[src/ibc_consts.vh]
`ifndef IBC_CONSTS_VH
`define IBC_CONSTS_VH
// Function
// - Idle bus write launches start, address.
// - Busy write requests stop sequence.
// - Busy follows bus start and stop.
// - Interrupt clears pending; clock held low.
// - Word end clears; buffer access sets.
// - Clock released one low period later.
// - Address or general call clears pending.
// - Pending written one sets, zero ignored.
// - Mode field value 10 selects bus.
// - Data mismatch at clock rise loses.
// - Loser releases its data pin.
// - Loser drops master, finishes word clocks.
// - Buffer access or control two write clears.
// - Address match sets addressed flag.
// - General call flag on zero byte.
// - Last bit sampled every clock rise.
// - Falling edge ending the word (bits, plus ack bit in acknowledge mode) raises interrupt.
// - Direction updates transmit bit on ack.
// - Acknowledge clock only in acknowledge mode.
// - Word length forced zero at start.
// - Master bit cleared on stop, loss.
// - Transmit bit follows slave direction.
////////////////////////////////////////////////////////////////
`define IBC_CLK_NS     5
`define IBC_CLOCK_LOW_PERIOD_NS    4700
`define IBC_THIGH_NS   4000
`define IBC_CLOCK_LOW_PERIOD_CYC   ((`IBC_CLOCK_LOW_PERIOD_NS + `IBC_CLK_NS - 1) / `IBC_CLK_NS)
`define IBC_THIGH_CYC  ((`IBC_THIGH_NS + `IBC_CLK_NS - 1) / `IBC_CLK_NS)
`define IBC_CNT_W      10
`define IBC_MODE_BUS   2'h2
`define IBC_CR2_MST    7
`define IBC_CR2_TRX    6
`define IBC_CR2_BB     5
`define IBC_CR2_PIN    4
`define IBC_CR2_MD_HI  3
`define IBC_CR2_MD_LO  2
`define IBC_CR1_BC_HI  7
`define IBC_CR1_BC_LO  5
`define IBC_CR1_ACK    4
`define IBC_BC_RST     3'h0
`define IBC_WORD_FULL  4'h8
`define IBC_GCALL      8'h00
`define IBC_MSB        3'h7
`endif

[src/ibc_sync.v]
`timescale 1ns/1ps
`include "ibc_consts.vh"
module ibc_sync #(
  parameter W = 2
) (
  input  wire         i_ref_clk,
  input  wire         i_srst,
  input  wire [W-1:0] i_async,
  output reg  [W-1:0] o_sync
);
  reg [W-1:0] meta;

  // Idle bus lines reset high
  always @(posedge i_ref_clk) begin
    if (i_srst) begin
      meta   <= {W{1'b1}};
      o_sync <= {W{1'b1}};
    end else begin
      meta   <= i_async;
      o_sync <= meta;
    end
  end
endmodule // ibc_sync

[src/ibc_scl_gen.v]
`timescale 1ns/1ps
`include "ibc_consts.vh"
module ibc_scl_gen #(
  parameter LOW_CYC  = `IBC_CLOCK_LOW_PERIOD_CYC,
  parameter HIGH_CYC = `IBC_THIGH_CYC
) (
  input  wire i_ref_clk,
  input  wire i_srst,
  input  wire i_run,
  input  wire i_scl_bus,
  output wire o_scl_low
);
  localparam G_LOW  = 2'h1;
  localparam G_HIGH = 2'h2;
  localparam [31:0]           LOW_M1    = LOW_CYC - 1;
  localparam [31:0]           HIGH_M1   = HIGH_CYC - 1;
  localparam [`IBC_CNT_W-1:0] LOW_LAST  = LOW_M1[`IBC_CNT_W-1:0];
  localparam [`IBC_CNT_W-1:0] HIGH_LAST = HIGH_M1[`IBC_CNT_W-1:0];

  reg [1:0]            state;
  reg [`IBC_CNT_W-1:0] cnt;

  assign o_scl_low = i_run & state[0];

  always @(posedge i_ref_clk) begin
    if (i_srst || !i_run) begin
      state <= G_LOW;
      cnt   <= {`IBC_CNT_W{1'b0}};
    end else begin
      case (state)
        G_LOW: begin
          if (cnt == LOW_LAST) begin
            state <= G_HIGH;
            cnt   <= {`IBC_CNT_W{1'b0}};
          end else begin
            cnt <= cnt + 1'b1;
          end
        end
        G_HIGH: begin
          // Another master pulled low early: resync
          if (i_scl_bus) begin
            if (cnt == HIGH_LAST) begin
              state <= G_LOW;
              cnt   <= {`IBC_CNT_W{1'b0}};
            end else begin
              cnt <= cnt + 1'b1;
            end
          end else if (cnt != {`IBC_CNT_W{1'b0}}) begin
            state <= G_LOW;
            cnt   <= {`IBC_CNT_W{1'b0}};
          end
        end
        default: begin
          state <= G_LOW;
          cnt   <= {`IBC_CNT_W{1'b0}};
        end
      endcase
    end
  end
endmodule // ibc_scl_gen

[src/ibc_ctrl.v]
`timescale 1ns/1ps
`include "ibc_consts.vh"
module ibc_ctrl #(
  parameter LOW_CYC  = `IBC_CLOCK_LOW_PERIOD_CYC,
  parameter HIGH_CYC = `IBC_THIGH_CYC
) (
  input  wire       i_ref_clk,
  input  wire       i_srst,
  input  wire       i_scl,
  input  wire       i_sda,
  output wire       o_scl_o,
  output reg        o_scl_oe_n,
  output wire       o_sda_o,
  output reg        o_sda_oe_n,
  input  wire       i_cr1_wr,
  input  wire [7:0] i_cr1_wdata,
  input  wire       i_cr2_wr,
  input  wire [7:0] i_cr2_wdata,
  input  wire       i_dbuf_wr,
  input  wire [7:0] i_dbuf_wdata,
  input  wire       i_dbuf_rd,
  input  wire [6:0] i_own_addr,
  input  wire       i_address_recognition_off,
  output reg  [7:0] o_data_buffer,
  output wire [7:0] o_status_reg,
  output wire [2:0] o_word_bit_count,
  output wire       o_ack_mode,
  output wire [1:0] o_interface_mode_field,
  output reg        o_serial_bus_irq
);
  localparam S_IDLE  = 5'h01;
  localparam S_START = 5'h02;
  localparam S_XFER  = 5'h04;
  localparam S_STLO  = 5'h08;
  localparam S_STHI  = 5'h10;
  localparam [31:0]           LOW_M1    = LOW_CYC - 1;
  localparam [31:0]           HIGH_M1   = HIGH_CYC - 1;
  localparam [`IBC_CNT_W-1:0] LOW_LAST  = LOW_M1[`IBC_CNT_W-1:0];
  localparam [`IBC_CNT_W-1:0] HIGH_LAST = HIGH_M1[`IBC_CNT_W-1:0];

  function [3:0] ibc_len;
    input [2:0] bc;
    begin
      ibc_len = (bc == `IBC_BC_RST) ? `IBC_WORD_FULL : {1'b0, bc};
    end
  endfunction

  ////////////////////////////////////////////////////////////////
  // Bus sampling
  wire [1:0] bus_s;
  wire       scl_s = bus_s[1];
  wire       sda_s = bus_s[0];
  reg        scl_q;
  reg        sda_q;

  ibc_sync #(
    .W (2)
  ) u_sync (
    .i_ref_clk (i_ref_clk),
    .i_srst    (i_srst),
    .i_async   ({i_scl, i_sda}),
    .o_sync    (bus_s)
  );

  always @(posedge i_ref_clk) begin
    if (i_srst) begin
      scl_q <= 1'b1;
      sda_q <= 1'b1;
    end else begin
      scl_q <= scl_s;
      sda_q <= sda_s;
    end
  end

  wire scl_rise  = scl_s & ~scl_q;
  wire scl_fall  = ~scl_s & scl_q;
  wire start_det = scl_s & scl_q & sda_q & ~sda_s;
  wire stop_det  = scl_s & scl_q & ~sda_q & sda_s;

  ////////////////////////////////////////////////////////////////
  // Register state
  reg       master_select;
  reg       transmit_select;
  reg       bb;
  reg       pin;
  reg       al;
  reg       addressed_as_slave_flag;
  reg       ad0;
  reg       last_received_bit;
  reg [1:0] mode;
  reg [2:0] bc;
  reg       ack;
  reg [7:0] txr;
  reg [7:0] shreg;
  reg [3:0] bitcnt;
  reg       pre;
  reg       first;
  reg       sel;
  reg       skip;
  reg       sda_low;
  reg       stop_pend;
  reg [4:0] state;
  reg [`IBC_CNT_W-1:0] cnt;
  reg [`IBC_CNT_W-1:0] rel_cnt;
  reg       pin_rel;
  wire      gen_low;

  wire mode_ok  = (mode == `IBC_MODE_BUS);
  wire buf_acc  = i_dbuf_wr | i_dbuf_rd;
  wire [3:0] len   = ibc_len(bc);
  wire [3:0] total = len + {3'h0, ack};
  wire [3:0] nbit  = bitcnt + 4'h1;
  wire end_w    = (nbit == total);
  wire gcall    = (shreg == `IBC_GCALL);
  wire match    = (shreg[7:1] == i_own_addr) | gcall;
  wire active   = bb & ~skip & mode_ok;

  wire start_req = i_cr2_wr & mode_ok & ~bb & i_cr2_wdata[`IBC_CR2_MST]
                 & i_cr2_wdata[`IBC_CR2_TRX] & i_cr2_wdata[`IBC_CR2_BB];
  wire stop_req  = i_cr2_wr & mode_ok & bb & i_cr2_wdata[`IBC_CR2_MST]
                 & i_cr2_wdata[`IBC_CR2_TRX] & i_cr2_wdata[`IBC_CR2_PIN]
                 & ~i_cr2_wdata[`IBC_CR2_BB];
  wire word_done = active & scl_fall & ~pre & end_w;
  wire lose      = active & scl_rise & ~pre & master_select & state[2]
                 & (bitcnt < len) & ~sda_low & ~sda_s;

  assign o_status_reg           = {master_select, transmit_select, bb, pin, al, addressed_as_slave_flag, ad0, last_received_bit};
  assign o_word_bit_count       = bc;
  assign o_ack_mode             = ack;
  assign o_interface_mode_field = mode;
  assign o_scl_o                = 1'b0;
  assign o_sda_o                = 1'b0;

  ////////////////////////////////////////////////////////////////
  // Software access and bus events
  always @(posedge i_ref_clk) begin
    if (i_srst) begin
      master_select <= 1'b0;
      transmit_select <= 1'b0;
      bb <= 1'b0;
      pin <= 1'b1;
      al <= 1'b0;
      addressed_as_slave_flag <= 1'b0;
      ad0 <= 1'b0;
      last_received_bit <= 1'b0;
      mode <= 2'h0;
      bc <= `IBC_BC_RST;
      ack <= 1'b0;
      txr <= 8'h00;
      shreg <= 8'h00;
      bitcnt <= 4'h0;
      pre <= 1'b0;
      first <= 1'b0;
      sel <= 1'b0;
      skip <= 1'b0;
      sda_low <= 1'b0;
      o_data_buffer <= 8'h00;
      o_serial_bus_irq <= 1'b0;
    end else begin
      o_serial_bus_irq <= 1'b0;
      if (i_cr1_wr) begin
        bc  <= i_cr1_wdata[`IBC_CR1_BC_HI:`IBC_CR1_BC_LO];
        ack <= i_cr1_wdata[`IBC_CR1_ACK];
      end
      if (i_cr2_wr) begin
        master_select  <= i_cr2_wdata[`IBC_CR2_MST];
        transmit_select  <= i_cr2_wdata[`IBC_CR2_TRX];
        mode <= i_cr2_wdata[`IBC_CR2_MD_HI:`IBC_CR2_MD_LO];
        if (i_cr2_wdata[`IBC_CR2_PIN])
          pin <= 1'b1;
        al <= 1'b0;
      end
      if (buf_acc) begin
        pin <= 1'b1;
        al  <= 1'b0;
        addressed_as_slave_flag <= 1'b0;
      end
      if (i_dbuf_wr) begin
        txr <= i_dbuf_wdata;
        // First bit of a new word drives at once
        if (transmit_select & ~al & bb & ~pre)
          sda_low <= ~i_dbuf_wdata[`IBC_MSB];
      end
      if (scl_rise)
        last_received_bit <= sda_s;
      if (active & scl_rise & ~pre & (bitcnt < len))
        shreg <= {shreg[6:0], sda_s};
      if (active & scl_fall) begin
        if (pre) begin
          pre <= 1'b0;
          sda_low <= transmit_select & ~txr[`IBC_MSB];
        end else if (end_w) begin
          bitcnt <= 4'h0;
          first <= 1'b0;
          sda_low <= 1'b0;
          o_data_buffer <= shreg;
          if (master_select) begin
            pin <= 1'b0;
            o_serial_bus_irq <= 1'b1;
            if (first & ~last_received_bit)
              transmit_select <= ~shreg[0];
          end else if (first & ~i_address_recognition_off) begin
            if (match) begin
              pin <= 1'b0;
              o_serial_bus_irq <= 1'b1;
              addressed_as_slave_flag <= 1'b1;
              ad0 <= gcall;
              transmit_select <= shreg[0];
              sel <= 1'b1;
            end else if (al) begin
              pin <= 1'b0;
              o_serial_bus_irq <= 1'b1;
            end else begin
              skip <= 1'b1;
            end
          end else if (first) begin
            addressed_as_slave_flag <= 1'b1;
            sel <= 1'b1;
            pin <= 1'b0;
            o_serial_bus_irq <= 1'b1;
          end else if (sel | al) begin
            pin <= 1'b0;
            o_serial_bus_irq <= 1'b1;
          end
        end else begin
          bitcnt <= nbit;
          if (nbit < len)
            sda_low <= transmit_select & ~al & ~txr[`IBC_MSB - nbit[2:0]];
          else
            sda_low <= ack & ~transmit_select & (master_select | sel | (first & match
                       & ~i_address_recognition_off) | (first
                       & i_address_recognition_off));
        end
      end
      if (lose) begin
        al <= 1'b1;
        master_select <= 1'b0;
        transmit_select <= 1'b0;
        sda_low <= 1'b0;
      end
      if (start_det) begin
        bb <= 1'b1;
        bc <= `IBC_BC_RST;
        bitcnt <= 4'h0;
        pre <= 1'b1;
        first <= 1'b1;
        ad0 <= 1'b0;
        sel <= 1'b0;
        skip <= 1'b0;
        sda_low <= 1'b0;
      end
      if (stop_det) begin
        bb <= 1'b0;
        master_select <= 1'b0;
        transmit_select <= 1'b0;
        ad0 <= 1'b0;
        sel <= 1'b0;
        skip <= 1'b0;
        pre <= 1'b0;
        sda_low <= 1'b0;
      end
      if (!mode_ok) begin
        sda_low <= 1'b0;
        bb <= 1'b0;
      end
    end
  end

  ////////////////////////////////////////////////////////////////
  // Clock release after pending set
  always @(posedge i_ref_clk) begin
    if (i_srst) begin
      rel_cnt <= {`IBC_CNT_W{1'b0}};
      pin_rel <= 1'b1;
    end else if (!pin) begin
      rel_cnt <= {`IBC_CNT_W{1'b0}};
      pin_rel <= 1'b0;
    end else if (!pin_rel) begin
      if (rel_cnt == LOW_LAST)
        pin_rel <= 1'b1;
      else
        rel_cnt <= rel_cnt + 1'b1;
    end
  end

  ////////////////////////////////////////////////////////////////
  // Master start, clocking and stop
  always @(posedge i_ref_clk) begin
    if (i_srst || !mode_ok) begin
      state <= S_IDLE;
      cnt <= {`IBC_CNT_W{1'b0}};
      stop_pend <= 1'b0;
    end else begin
      if (stop_req)
        stop_pend <= 1'b1;
      case (state)
        S_IDLE: begin
          cnt <= {`IBC_CNT_W{1'b0}};
          stop_pend <= 1'b0;
          if (start_req)
            state <= S_START;
        end
        S_START: begin
          if (cnt == HIGH_LAST) begin
            state <= S_XFER;
            cnt <= {`IBC_CNT_W{1'b0}};
          end else if (scl_s) begin
            cnt <= cnt + 1'b1;
          end
        end
        S_XFER: begin
          if (word_done & ~master_select)
            state <= S_IDLE;
          else if ((stop_pend | stop_req) & ~scl_s & ~gen_low) begin
            state <= S_STLO;
            cnt <= {`IBC_CNT_W{1'b0}};
          end else if ((stop_pend | stop_req) & ~scl_s & ~pin_rel) begin
            state <= S_STLO;
            cnt <= {`IBC_CNT_W{1'b0}};
          end
        end
        S_STLO: begin
          if (cnt == LOW_LAST) begin
            state <= S_STHI;
            cnt <= {`IBC_CNT_W{1'b0}};
          end else begin
            cnt <= cnt + 1'b1;
          end
        end
        S_STHI: begin
          // Waits while others stretch the clock
          if (scl_s) begin
            if (cnt == HIGH_LAST)
              state <= S_IDLE;
            else
              cnt <= cnt + 1'b1;
          end
        end
        default: state <= S_IDLE;
      endcase
    end
  end

  ibc_scl_gen #(
    .LOW_CYC  (LOW_CYC),
    .HIGH_CYC (HIGH_CYC)
  ) u_gen (
    .i_ref_clk (i_ref_clk),
    .i_srst    (i_srst),
    .i_run     (state[2] & mode_ok),
    .i_scl_bus (scl_s),
    .o_scl_low (gen_low)
  );

  ////////////////////////////////////////////////////////////////
  // Pin drivers
  wire drv_sda = mode_ok & (state[1] | state[3] | state[4] | sda_low);
  wire drv_scl = mode_ok & (gen_low | state[3] | (bb & (~pin | ~pin_rel)));

  always @(posedge i_ref_clk) begin
    if (i_srst) begin
      o_sda_oe_n <= 1'b1;
      o_scl_oe_n <= 1'b1;
    end else begin
      o_sda_oe_n <= ~drv_sda;
      o_scl_oe_n <= ~drv_scl;
    end
  end
endmodule // ibc_ctrl

[config.mk]
export PLATFORM = sky130hd
export DESIGN_NAME = ibc_ctrl
export DESIGN_NICKNAME = d
export VERILOG_FILES = /design/src/ibc_sync.v /design/src/ibc_scl_gen.v /design/src/ibc_ctrl.v
export VERILOG_INCLUDE_DIRS = /design/src
export SDC_FILE = /design/constraint.sdc
export NUM_CORES = 1
export LEC_CHECK = 0
export ABC_AREA = 1
export ABC_CLOCK_PERIOD_IN_PS = 5300
export BUFFER_PORTS_ARGS = -buffer_cell sky130_fd_sc_hd__buf_2
export CAP_MARGIN = 5
export CELL_PAD_IN_SITES_DETAIL_PLACEMENT = 0
export CELL_PAD_IN_SITES_GLOBAL_PLACEMENT = 2
export CORE_MARGIN = 1
export CORE_UTILIZATION = 25
export DETAILED_ROUTE_END_ITERATION = 10
export GPL_ROUTABILITY_DRIVEN = 0
export PLACE_DENSITY = 0.72
export SLEW_MARGIN = 20
export SYNTH_ARGS = -nofsm -noshare
export SYNTH_HDL_FRONTEND = slang
export SYNTH_SLANG_ARGS = --single-unit
[constraint.sdc]
create_clock -name i_ref_clk -period 5.3 [get_ports i_ref_clk]
set_input_delay 0.795 -clock i_ref_clk [delete_from_list [all_inputs] [get_ports i_ref_clk]]
set_output_delay 0.795 -clock i_ref_clk [all_outputs]
set_load 0.005 [all_outputs]
==> results of run 1 <==
[area by class of cell]
cell class                 count  share of cell area
tap                          265              0.0565
timing repair buffer          59              0.0507
clock inverter                 4             0.00916
clock buffer                  11              0.0430
inverter                     100              0.0639
sequential                    95               0.324
multi-input combinational    492               0.453
[registers in the layout (all words and copies together), names as in the netlist, 2 cells and up]
signal                  cells
rel_cnt                    10
o_interface_mode_field      2
bitcnt                      4
cnt                        10
u_gen.cnt                  10
txr                         8
o_data_buffer               8
state                       5
o_word_bit_count            3
u_sync.o_sync               2
u_sync.meta                 2
shreg                       8
u_gen.state                 2
[critical path, stage by stage]
cell	delay (ns)
buf_2	0.21
nor2_1	0.52
inv_1	0.49
nor2_1	0.43
inv_1	0.20
nor2_1	0.12
o21ai_0	0.10
a211oi_1	0.19
[metal layers]
layer | global-route usage | share of wire | vias to the layer above
met3 | 0.0305 | 0.041 | 10
met5 | 0 | 0 | -
li1 | - | - | 2454
met4 | 0.0449 | 0.010 | 0
met2 | 0.235 | 0.44 | 77
met1 | 0.201 | 0.51 | 2126
[cells by family after synthesis]
kind of cell,Yosys count
xor+xnor,12
simple gates,317
buf+inv,125
other cells,1
flops,95
compound gates,146
fa+ha+maj,15
[cells in the final DEF, fill, tap and decap left out, types with 3 or more instances in the layout]
master / netlist / final
xor2_1: 7 / 7
nand3_1: 55 / 55
nor3_1: 21 / 21
o211ai_1: 9 / 9
nand2_2: 10 / 10
and3_1: 3 / 3
inv_1: 95 / 95
clkinv_1: 3 / 3
ha_1: 15 / 15
o21ai_0: 49 / 49
clkbuf_16: 0 / 9
nor3b_1: 5 / 5
nor2_1: 75 / 75
xnor2_1: 3 / 3
nand2_1: 110 / 110
or2_2: 7 / 7
nor4_1: 5 / 5
a31oi_1: 15 / 15
a21oi_1: 42 / 42
a21o_1: 3 / 3
a211oi_1: 5 / 5
dfxtp_1: 95 / 95
nand4_1: 15 / 15
buf_2: 2 / 58
a21oi_2: 9 / 9
[metrics by stage]
| stage | setup WS, ns | total power, W | instance area, sq um | instances |
|---|---|---|---|---|
| 5_1_grt | 2.32 | 0.00158 | 5870 | 1026 |
| 3_3_place_gp | 2.17 | 0.000848 | 5570 | 1011 |
| 3_5_place_dp | 2.21 | 0.000846 | 5570 | 1011 |
| 6_report | 2.50 | 0.00151 | 5870 | 1026 |
| 4_1_cts | 2.49 | 0.00154 | 5870 | 1026 |
| 2_1_floorplan | 3.25 | 0.000809 | 5090 | 712 |
[final timing paths]
| check | start | end | cells after the start |
|---|---|---|---|
| max reg2reg | o_interface_mode_field[1] | u_gen.cnt[4] | 10 |
| min reg2reg | u_sync.meta[0] | u_sync.o_sync[0] | 1 |
| max | i_srst | u_gen.cnt[4] | 8 |
| min | u_sync.meta[0] | u_sync.o_sync[0] | 1 |
[report_power, final]
group / leakage [nW] / internal (W) / total (W) / switching [W]
clock: 0.144 / 0.000391 / 0.000680 / 0.000289
combinational: 1.51 / 0.0000346 / 0.0000946 / 0.0000600
sequential: 0.770 / 0.000725 / 0.000734 / 0.00000954
==> impl_metrics.csv, run 1 <==
group,metric,value,unit
yosys,synth_edf_count,0,
worst_setup_path,cp.required,5.56,ns
yosys,yosysWarnings,0,
routing,drt_iter0_drc,228,
yosys,synth.area.top_cells,"dfxtp_1 (37%), nand2_1 (8.1%), inv_1 (7.0%)",
timing,period_needed,2.80,ns
yosys,synth_top_area_frac,0.374,
grt,grt_pass1_vias,4630,
clocking,cts_sinks,95,
yosys,yosys-top-cells-count,"nand2_1 (110), dfxtp_1 (95), inv_1 (95)",
timing,tightestPinTransition,0.670,ns
routing,vias,4667,
clocking,htree_num_levels,3,
pwr,leakage,2.43,nW
yosys,synthMuxAreaShare,0,
worst_setup_path,critPathMaxFanout,13,
floorplan,dieArea,20900,sq um
yosys,synthXorXnorAreaFrac,0.0236,
yosys,synth_fa_ha_area_frac,0.0369,
final_layout,fillCellCount,2192,
yosys,synth_top_family_by_area,"simple AND/OR/NAND/NOR gates",
timing,period_share,0.529,
pwr,power.density,257,nW/um^2
worst_setup_path,timing_worst_setup_path_type,"in -> reg",
clocking,clockBufferDepth,2,
clocking,path_clk_slew,0.07,ns
clocking,cts-root-buf,"clkbuf_16",
yosys,async_flop_share,0,
floorplan,coreArea,19700,sq um
routing,ant_nets,0,
routing,drt-vias-per-instance,4.55,
pwr,ir_drop,0.146,mV
final_layout,fin_util,0.298,
clocking,cts_tree,"built",
worst_setup_path,worstPathArrival,3.06,ns
routing,routed_wl,14.2,mm
timing,holdWs,0.413,ns
final_layout,layout-drive-gt1-share,0.152,
final_layout,insertedDiodeCount,0,
floorplan,die_w,145,microns
timing,maxSlewViolCount,0,
floorplan,num_rows,51,
final_layout,nNetsFinal,812,
grt,grt_max_degree,32,
clocking,hold_buffers,0,
clocking,clk_latency,0.35,ns
yosys,avgSynthCellArea,7.15,sq um
routing,wl_per_cell,13.9,microns
final_layout,syn2layout_area_growth,15.4,%
timing,final.setup.tns,0,ns
yosys,ys.flop_type,"dfxtp_1",
routing,drc,0,
final_layout,multiInputGateArea,2660,sq um
timing,finClkSkew,0.00940,ns
yosys,yosys_register_bits,95,
yosys,syn_area,5090,sq um
yosys,synthSimpleGateAreaFrac,0.289,
grt,antenna_found_initial,0,
timing,relSlewSlack,0.552,
worst_setup_path,ff2ff_setup_slack,2.50,ns
timing,rsz0062_at_grt,"no",
floorplan,dieHeight,145,microns
yosys,yosysMostFrequentCell,"nand2_1",
clocking,cts_setup_buffers,0,
flow_run,max_cap_violations,0,
yosys,synth_cell_types,51,
clocking,cts_resized,0,
timing,hold_viol,0,
placement,dp_hpwl,10.7,mm
floorplan,io_pins,67,
grt,track_usage,0.148,
clocking,cts-buffers-inserted,9,
yosys,synth_compound_area_frac,0.172,
worst_setup_path,end_kind,"flop",
routing,firstDrtPassIters,5,
yosys,synth_top_area_cell,"dfxtp_1",
yosys,syn_inst,711,
outcome,status,"completed",
timing,max_freq,357,MHz
yosys,ys_seq_area_frac,0.374,
timing,finalSetupViolations,0,
floorplan,initial_core_util,0.258,
hold_path,min_path_type,"reg -> reg",
final_layout,seq_area,1900,sq um
worst_setup_path,start_kind,"primary input",
grt,grt_pass1_wl,23.8,mm
grt,grt_overflow,0,
placement,place.port_buffers,58,
(Power assumes the default switching activity.)
==> run 2, diff against run 1 <==
--- a/config.mk
+++ b/config.mk
@@ -6,8 +6,8 @@
 export SDC_FILE = /design/constraint.sdc
 export NUM_CORES = 1
 export LEC_CHECK = 0
-export ABC_AREA = 1
-export ABC_CLOCK_PERIOD_IN_PS = 5300
+export ABC_AREA = 0
+export ABC_CLOCK_PERIOD_IN_PS = 2790
 export BUFFER_PORTS_ARGS = -buffer_cell sky130_fd_sc_hd__buf_2
 export CAP_MARGIN = 5
 export CELL_PAD_IN_SITES_DETAIL_PLACEMENT = 0
@@ -16,7 +16,7 @@
 export CORE_UTILIZATION = 25
 export DETAILED_ROUTE_END_ITERATION = 10
 export GPL_ROUTABILITY_DRIVEN = 0
-export PLACE_DENSITY = 0.72
+export PLACE_DENSITY = 0.68
 export SLEW_MARGIN = 20
 export SYNTH_ARGS = -nofsm -noshare
 export SYNTH_HDL_FRONTEND = slang
==> constraint.sdc (replaced) <==
create_clock -name i_ref_clk -period 2.79 [get_ports i_ref_clk]
set_input_delay 0.4185 -clock i_ref_clk [delete_from_list [all_inputs] [get_ports i_ref_clk]]
set_output_delay 0.4185 -clock i_ref_clk [all_outputs]
set_load 0.005 [all_outputs]
==> impl_metrics.csv, run 2 <==
group,metric,value,unit
timing,relSlewSlack,0.604,
clocking,hold_buffers,0,
yosys,async_flop_share,0,
clocking,cts_setup_buffers,0,
yosys,synth_top_area_cell,"dfxtp_1",
routing,drc,0,
yosys,yosys-top-cells-count,"dfxtp_1 (95), nor2_1 (59), nand2_1 (55)",
yosys,ys.flop_type,"dfxtp_1",
worst_setup_path,worstPathArrival,2.79,ns
clocking,path_clk_slew,0.07,ns
grt,grt_pass1_vias,4326,
timing,period_share,0.897,
placement,dp_worst_setup_slack,0.288,ns
timing,maxSlewViolCount,0,
floorplan,die_w,142,microns
pwr,clockPowerShare,0.464,
yosys,yosys_register_bits,95,
pwr,ir_drop,0.257,mV
clocking,htree_num_levels,3,
yosys,ys_seq_area_frac,0.386,
final_layout,fillCellCount,2150,
yosys,yosysWarnings,0,
worst_setup_path,ff2ff_setup_slack,0.29,ns
timing,tightestPinTransition,0.592,ns
placement,place.port_buffers,58,
routing,wl_per_cell,14.7,microns
pwr,intPower,0.00225,W
pwr,pwr-share-seq,0.474,
grt,grt_max_degree,30,
yosys,syn_inst,571,
yosys,yosysMostFrequentCell,"dfxtp_1",
floorplan,coreArea,19400,sq um
floorplan,dieHeight,142,microns
grt,antenna_found_initial,0,
yosys,synth_top_area_frac,0.386,
pwr,combPwrFrac,0.062,
routing,drt_iter0_drc,259,
yosys,synth.area.top_cells,"dfxtp_1 (39%), mux2i_1 (5.3%), nor2_1 (4.5%)",
final_layout,largestRegisters,"cnt: 10 flops, rel_cnt: 10 flops, u_gen.cnt: 10 flops",
clocking,cts-root-buf,"clkbuf_16",
final_layout,nNetsFinal,676,
timing,finalSetupViolations,0,
grt,grt_overflow,0,
floorplan,num_rows,51,
timing,period_needed,2.50,ns
yosys,synth_edf_count,0,
worst_setup_path,end_kind,"flop",
worst_setup_path,critPathMaxFanout,6,
timing,rsz0062_at_grt,"no",
flow_run,max_cap_violations,0,
clocking,cts_tree,"built",
yosys,synth_cell_types,74,
worst_setup_path,crit_start,"bitcnt[0]",
final_layout,final_common_cell,"dfxtp_1",
routing,vias,4310,
timing,finClkSkew,0.00885,ns
clocking,clockBufferDepth,2,
routing,routed_wl,13.1,mm
yosys,syn_area,4930,sq um
pwr,power.density,506,nW/um^2
grt,track_usage,0.138,
floorplan,io_pins,67,
routing,firstDrtPassIters,5,
placement,dp_hpwl,9.83,mm
timing,final.setup.tns,0,ns
pwr,switching_share,0.236,
pwr,p_sw,0.000694,W
yosys,avgSynthCellArea,8.64,sq um
clocking,cts-buffers-inserted,9,
pwr,fin_total_pwr,0.00295,W
outcome,status,"completed",
grt,grt_pass1_wl,21.9,mm
worst_setup_path,timing_worst_setup_path_type,"reg -> reg",
timing,final.setup.worst_slack,0.286,ns
hold_path,min_path_type,"in -> reg",
final_layout,layout_common_cells,"dfxtp_1 (95), nor2_1 (59), buf_2 (58)",
worst_setup_path,cp.required,3.08,ns
clocking,cts_sinks,95,
floorplan,dieArea,20300,sq um
pwr,leakage,2.24,nW
final_layout,layout-drive-gt1-share,0.187,
hold_path,min_from,"i_sda",
timing,hold_viol,0,
routing,ant_nets,0,
clocking,clk_latency,0.35,ns
timing,max_freq,399,MHz
final_layout,insertedDiodeCount,0,
floorplan,initial_core_util,0.254,
clocking,cts_resized,0,
worst_setup_path,reg2reg_from,"bitcnt[0]",
worst_setup_path,start_kind,"flop",
routing,drt-vias-per-instance,4.84,
final_layout,syn2layout_area_growth,18.2,%
-- run 2: worst max-delay path, cell delays in order, from the launching register on --
cell and delay [ns]:
dfxtp_1 0.43, ha_1 0.19, xor2_1 0.39, ha_1 0.30, o21ai_0 0.08, a21oi_1 0.11, or4b_1 0.47, a221oi_1 0.29
o311a_1 0.18
-- run 2: kinds of logic after synthesis --
group / Yosys count / synth area share
simple gates: 246 / 0.262
xor+xnor: 26 / 0.0477
compound gates: 106 / 0.150
fa+ha+maj: 15 / 0.0381
other cells: 1 / 0.000760
flops: 95 / 0.386
buf+inv: 53 / 0.0510
mux: 29 / 0.0642
-- run 2: per-layer routing --
metal	GRT usage	wire length, microns	vias to the layer above
li1	-	-	2163
met4	0.0413	140	0
met3	0.0269	466	11
met5	0	0	-
met2	0.230	6150	73
met1	0.178	6350	2063
-- run 2: final timing paths --
| check | end | cells after the start |
|---|---|---|
| worst min-delay path | u_sync.meta[0] | 2 |
| worst min register to register | u_sync.o_sync[0] | 1 |
| worst max-delay path | sda_low | 8 |
| worst max register to register | sda_low | 8 |
-- run 2: through the flow --
step | instances | cell area, sq um | utilization | hold slack (ns)
2_1_floorplan | 572 | 4930 | - | 0.389
6_report | 891 | 5830 | 0.300 | 0.267
4_1_cts | 891 | 5830 | 0.300 | 0.257
3_3_place_gp | 875 | 5500 | 0.283 | 0.404
5_1_grt | 891 | 5830 | 0.300 | 0.258
3_5_place_dp | 875 | 5500 | 0.283 | 0.397
-- run 2: layout make-up --
| class | count | area (sq um) | share of cell area |
|---|---|---|---|
| Clock inverter | 7 | 103 | 0.0176 |
| Multi-Input combinational cell | 424 | 2790 | 0.478 |
| Sequential cell | 95 | 1900 | 0.326 |
| Tap cell | 265 | 332 | 0.0569 |
| Clock buffer | 9 | 225 | 0.0387 |
| Inverter | 16 | 60.1 | 0.0103 |
| Timing Repair Buffer | 75 | 418 | 0.0717 |
-- run 2: power groups by stage --
stage	Sequential (W)	Combinational [W]	Clock, W
finish	0.00140	0.000183	0.00137
detailed placement	0.00143	0.000185	0
CTS	0.00140	0.000185	0.00142
global route	0.00140	0.000204	0.00148
floorplan	0.00142	0.000119	0
global placement	0.00143	0.000182	0
==> run 3, diff against run 2 <==
--- a/config.mk
+++ b/config.mk
@@ -14,10 +14,12 @@
 export CELL_PAD_IN_SITES_GLOBAL_PLACEMENT = 2
 export CORE_MARGIN = 1
 export CORE_UTILIZATION = 25
+export CTS_CLUSTER_DIAMETER = 50
 export DETAILED_ROUTE_END_ITERATION = 10
 export GPL_ROUTABILITY_DRIVEN = 0
 export PLACE_DENSITY = 0.68
 export SLEW_MARGIN = 20
 export SYNTH_ARGS = -nofsm -noshare
 export SYNTH_HDL_FRONTEND = slang
+export SYNTH_HIERARCHICAL = 1
 export SYNTH_SLANG_ARGS = --single-unit
==> impl_metrics.csv, run 3 <==
group,metric,value,unit
final_layout,largestRegisters,"cnt: 10 flops, rel_cnt: 10 flops, u_gen/cnt: 10 flops",
pwr,combPwrFrac,0.063,
yosys,yosys-top-cells-count,"dfxtp_1 (95), nor2_1 (48), nand2_1 (38)",
pwr,pwr-share-seq,0.487,
worst_setup_path,start_kind,"flop",
clocking,htree_num_levels,3,
yosys,synth_edf_count,0,
grt,grt_max_degree,42,
final_layout,seq_area,1900,sq um
worst_setup_path,end_kind,"flop",
hold_path,min_from,"i_scl",
pwr,clockPowerShare,0.450,
yosys,synth_top_area_cell,"dfxtp_1",
worst_setup_path,reg2reg_from,"skip",
clocking,cts-root-buf,"clkbuf_16",
pwr,leakage,2.32,nW
worst_setup_path,ff2ff_setup_slack,0.21,ns
yosys,synth_fa_ha_area_frac,0.0372,
clocking,path_clk_slew,0.07,ns
timing,max_freq,388,MHz
grt,grt_pass1_wl,21.8,mm
routing,vias,4293,
routing,drt_iter0_drc,331,
grt,grt_pass1_vias,4152,
worst_setup_path,r2r-end,"cnt[3]",
yosys,ys.flop_type,"dfxtp_1",
yosys,syn_inst,562,
yosys,yosys_register_bits,95,
timing,period_needed,2.58,ns
yosys,avgSynthCellArea,8.99,sq um
final_layout,final_common_cell,"dfxtp_1",
pwr,power.density,486,nW/um^2
yosys,ys_seq_area_frac,0.377,
routing,firstDrtPassIters,4,
worst_setup_path,worstRegToRegCells,6,
pwr,intPower,0.00218,W
floorplan,coreArea,19700,sq um
timing,final.setup.worst_slack,0.212,ns
final_layout,multiInputGateArea,2900,sq um
yosys,synth_top_family_by_area,"simple AND/OR/NAND/NOR gates",
grt,track_usage,0.135,
timing,final.setup.tns,0,ns
routing,ant_nets,0,
hold_path,holdPathStages,2,
clocking,cts_tree,"built",
yosys,synthXorXnorAreaFrac,0.0515,
clocking,clockBufferDepth,2,
placement,dp_worst_setup_slack,0.232,ns
final_layout,fillCellCount,2156,
floorplan,io_pins,67,
pwr,p_sw,0.000687,W
timing,holdWs,0.246,ns
yosys,yosysWarnings,6,
routing,drc,0,
routing,drt-vias-per-instance,4.87,
pwr,fin_total_pwr,0.00287,W
routing,wl_per_cell,15.0,microns
yosys,synthSimpleGateAreaFrac,0.261,
placement,dp_hpwl,9.75,mm
flow_run,max_cap_violations,0,
final_layout,nNetsFinal,667,
outcome,status,"completed",
timing,finClkSkew,0.00610,ns
yosys,synth.area.top_cells,"dfxtp_1 (38%), mux2i_1 (5.4%), ha_1 (3.7%)",
yosys,synth_compound_area_frac,0.158,
timing,tightestPinTransition,0.755,ns
clocking,clk_latency,0.34,ns
floorplan,dieArea,20800,sq um
grt,antenna_found_initial,0,
pwr,switching_share,0.239,
floorplan,num_rows,51,
yosys,synthMuxAreaShare,0.0647,
floorplan,die_w,144,microns
hold_path,min_path_type,"in -> reg",
clocking,cts_resized,0,
yosys,synth_cell_types,80,
clocking,cts-buffers-inserted,9,
final_layout,layout-drive-gt1-share,0.188,
clocking,hold_buffers,0,
worst_setup_path,critPathMaxFanout,10,
final_layout,insertedDiodeCount,0,
final_layout,syn2layout_area_growth,16.8,%
placement,place.port_buffers,58,
floorplan,initial_core_util,0.257,
timing,period_share,0.924,
yosys,syn_area,5050,sq um
yosys,synth_top_area_frac,0.377,
timing,finalSetupViolations,0,
grt,grt_overflow,0,
timing,maxSlewViolCount,0,
yosys,async_flop_share,0,
hold_path,worstHoldEndpoint,"u_sync/meta[1]",
worst_setup_path,worstPathArrival,2.86,ns
routing,routed_wl,13.2,mm
worst_setup_path,timing_worst_setup_path_type,"reg -> reg",
final_layout,layout_common_cells,"dfxtp_1 (95), buf_2 (58), nor2_1 (48)",
timing,rsz0062_at_grt,"no",
pwr,ir_drop,0.258,mV
floorplan,dieHeight,144,microns
clocking,cts_sinks,95,
yosys,yosysMostFrequentCell,"dfxtp_1",
timing,hold_viol,0,
worst_setup_path,cp.required,3.07,ns
clocking,cts_setup_buffers,0,
timing,relSlewSlack,0.496,
## run 3: cell types whose count changed in the layout (fill, tap and decap cells not counted), moves of 5 or more
cell     delta
nand2_1    -17
nor2b_1     +5
and2_1     +10
o21ai_0     +6
a32o_1      +6
o22ai_1     -5
or3_1       -6
a211o_1     +6
nor2_1     -11
nor3_1      +6
or2_2       -7
## run 3: power groups by stage
stage | registers [W] | logic, W | clock network (W)
finish | 0.00140 | 0.000181 | 0.00129
global placement | 0.00143 | 0.000181 | 0
detailed placement | 0.00143 | 0.000183 | 0
CTS | 0.00140 | 0.000183 | 0.00135
global route | 0.00140 | 0.000201 | 0.00140
floorplan | 0.00142 | 0.000120 | 0
## run 3: how the worst max path moves through the flow
stage,startpoint,to,slack [ns]
2_1_floorplan,o_interface_mode_field[1],cnt[7],0.52
3_3_place_gp,skip,cnt[3],0.28
3_5_place_dp,skip,cnt[3],0.23
4_1_cts,o_interface_mode_field[1],cnt[3],0.20
5_1_grt,o_interface_mode_field[1],cnt[4],0.08
6_report,skip,cnt[3],0.21
## run 3: critical path, cell delays in order (launching register included)
cell and delay (ns):
dfxtp_1 0.32, nand4bb_4 0.28, or3_1 0.51, nor4_4 0.55, and4b_1 0.54, a211o_1 0.16, a32o_1 0.16
## run 3: metal layers
layer | wire, microns | part of all wire | vias to the layer above | track usage
met1 | 6280 | 0.47 | 2058 | 0.178
met3 | 529 | 0.040 | 15 | 0.0325
met2 | 6200 | 0.47 | 83 | 0.214
met4 | 227 | 0.017 | 0 | 0.0459
met5 | 0 | 0 | - | 0
li1 | - | - | 2137 | -
## run 3: layout make-up
type	count	area share
Clock buffer	11	0.0411
Clock inverter	5	0.0108
Inverter	14	0.00891
Multi-Input combinational cell	418	0.491
Sequential cell	95	0.322
Tap cell	265	0.0562
Timing Repair Buffer	74	0.0696
## run 3: logic make-up after synthesis
logic type      Yosys count
other cells               1
fa+ha+maj                15
xor+xnor                 28
mux                      30
flops                    95
simple gates            230
compound gates          113
buf+inv                  50
## run 3: metrics by stage
| stage | area (sq um) | cells | utilization |
|---|---|---|---|
| global route | 5900 | 882 | 0.300 |
| detailed placement | 5590 | 866 | 0.285 |
| floorplan | 5050 | 563 | - |
| global placement | 5590 | 866 | 0.285 |
| CTS | 5900 | 882 | 0.300 |
| finish | 5900 | 882 | 0.300 |
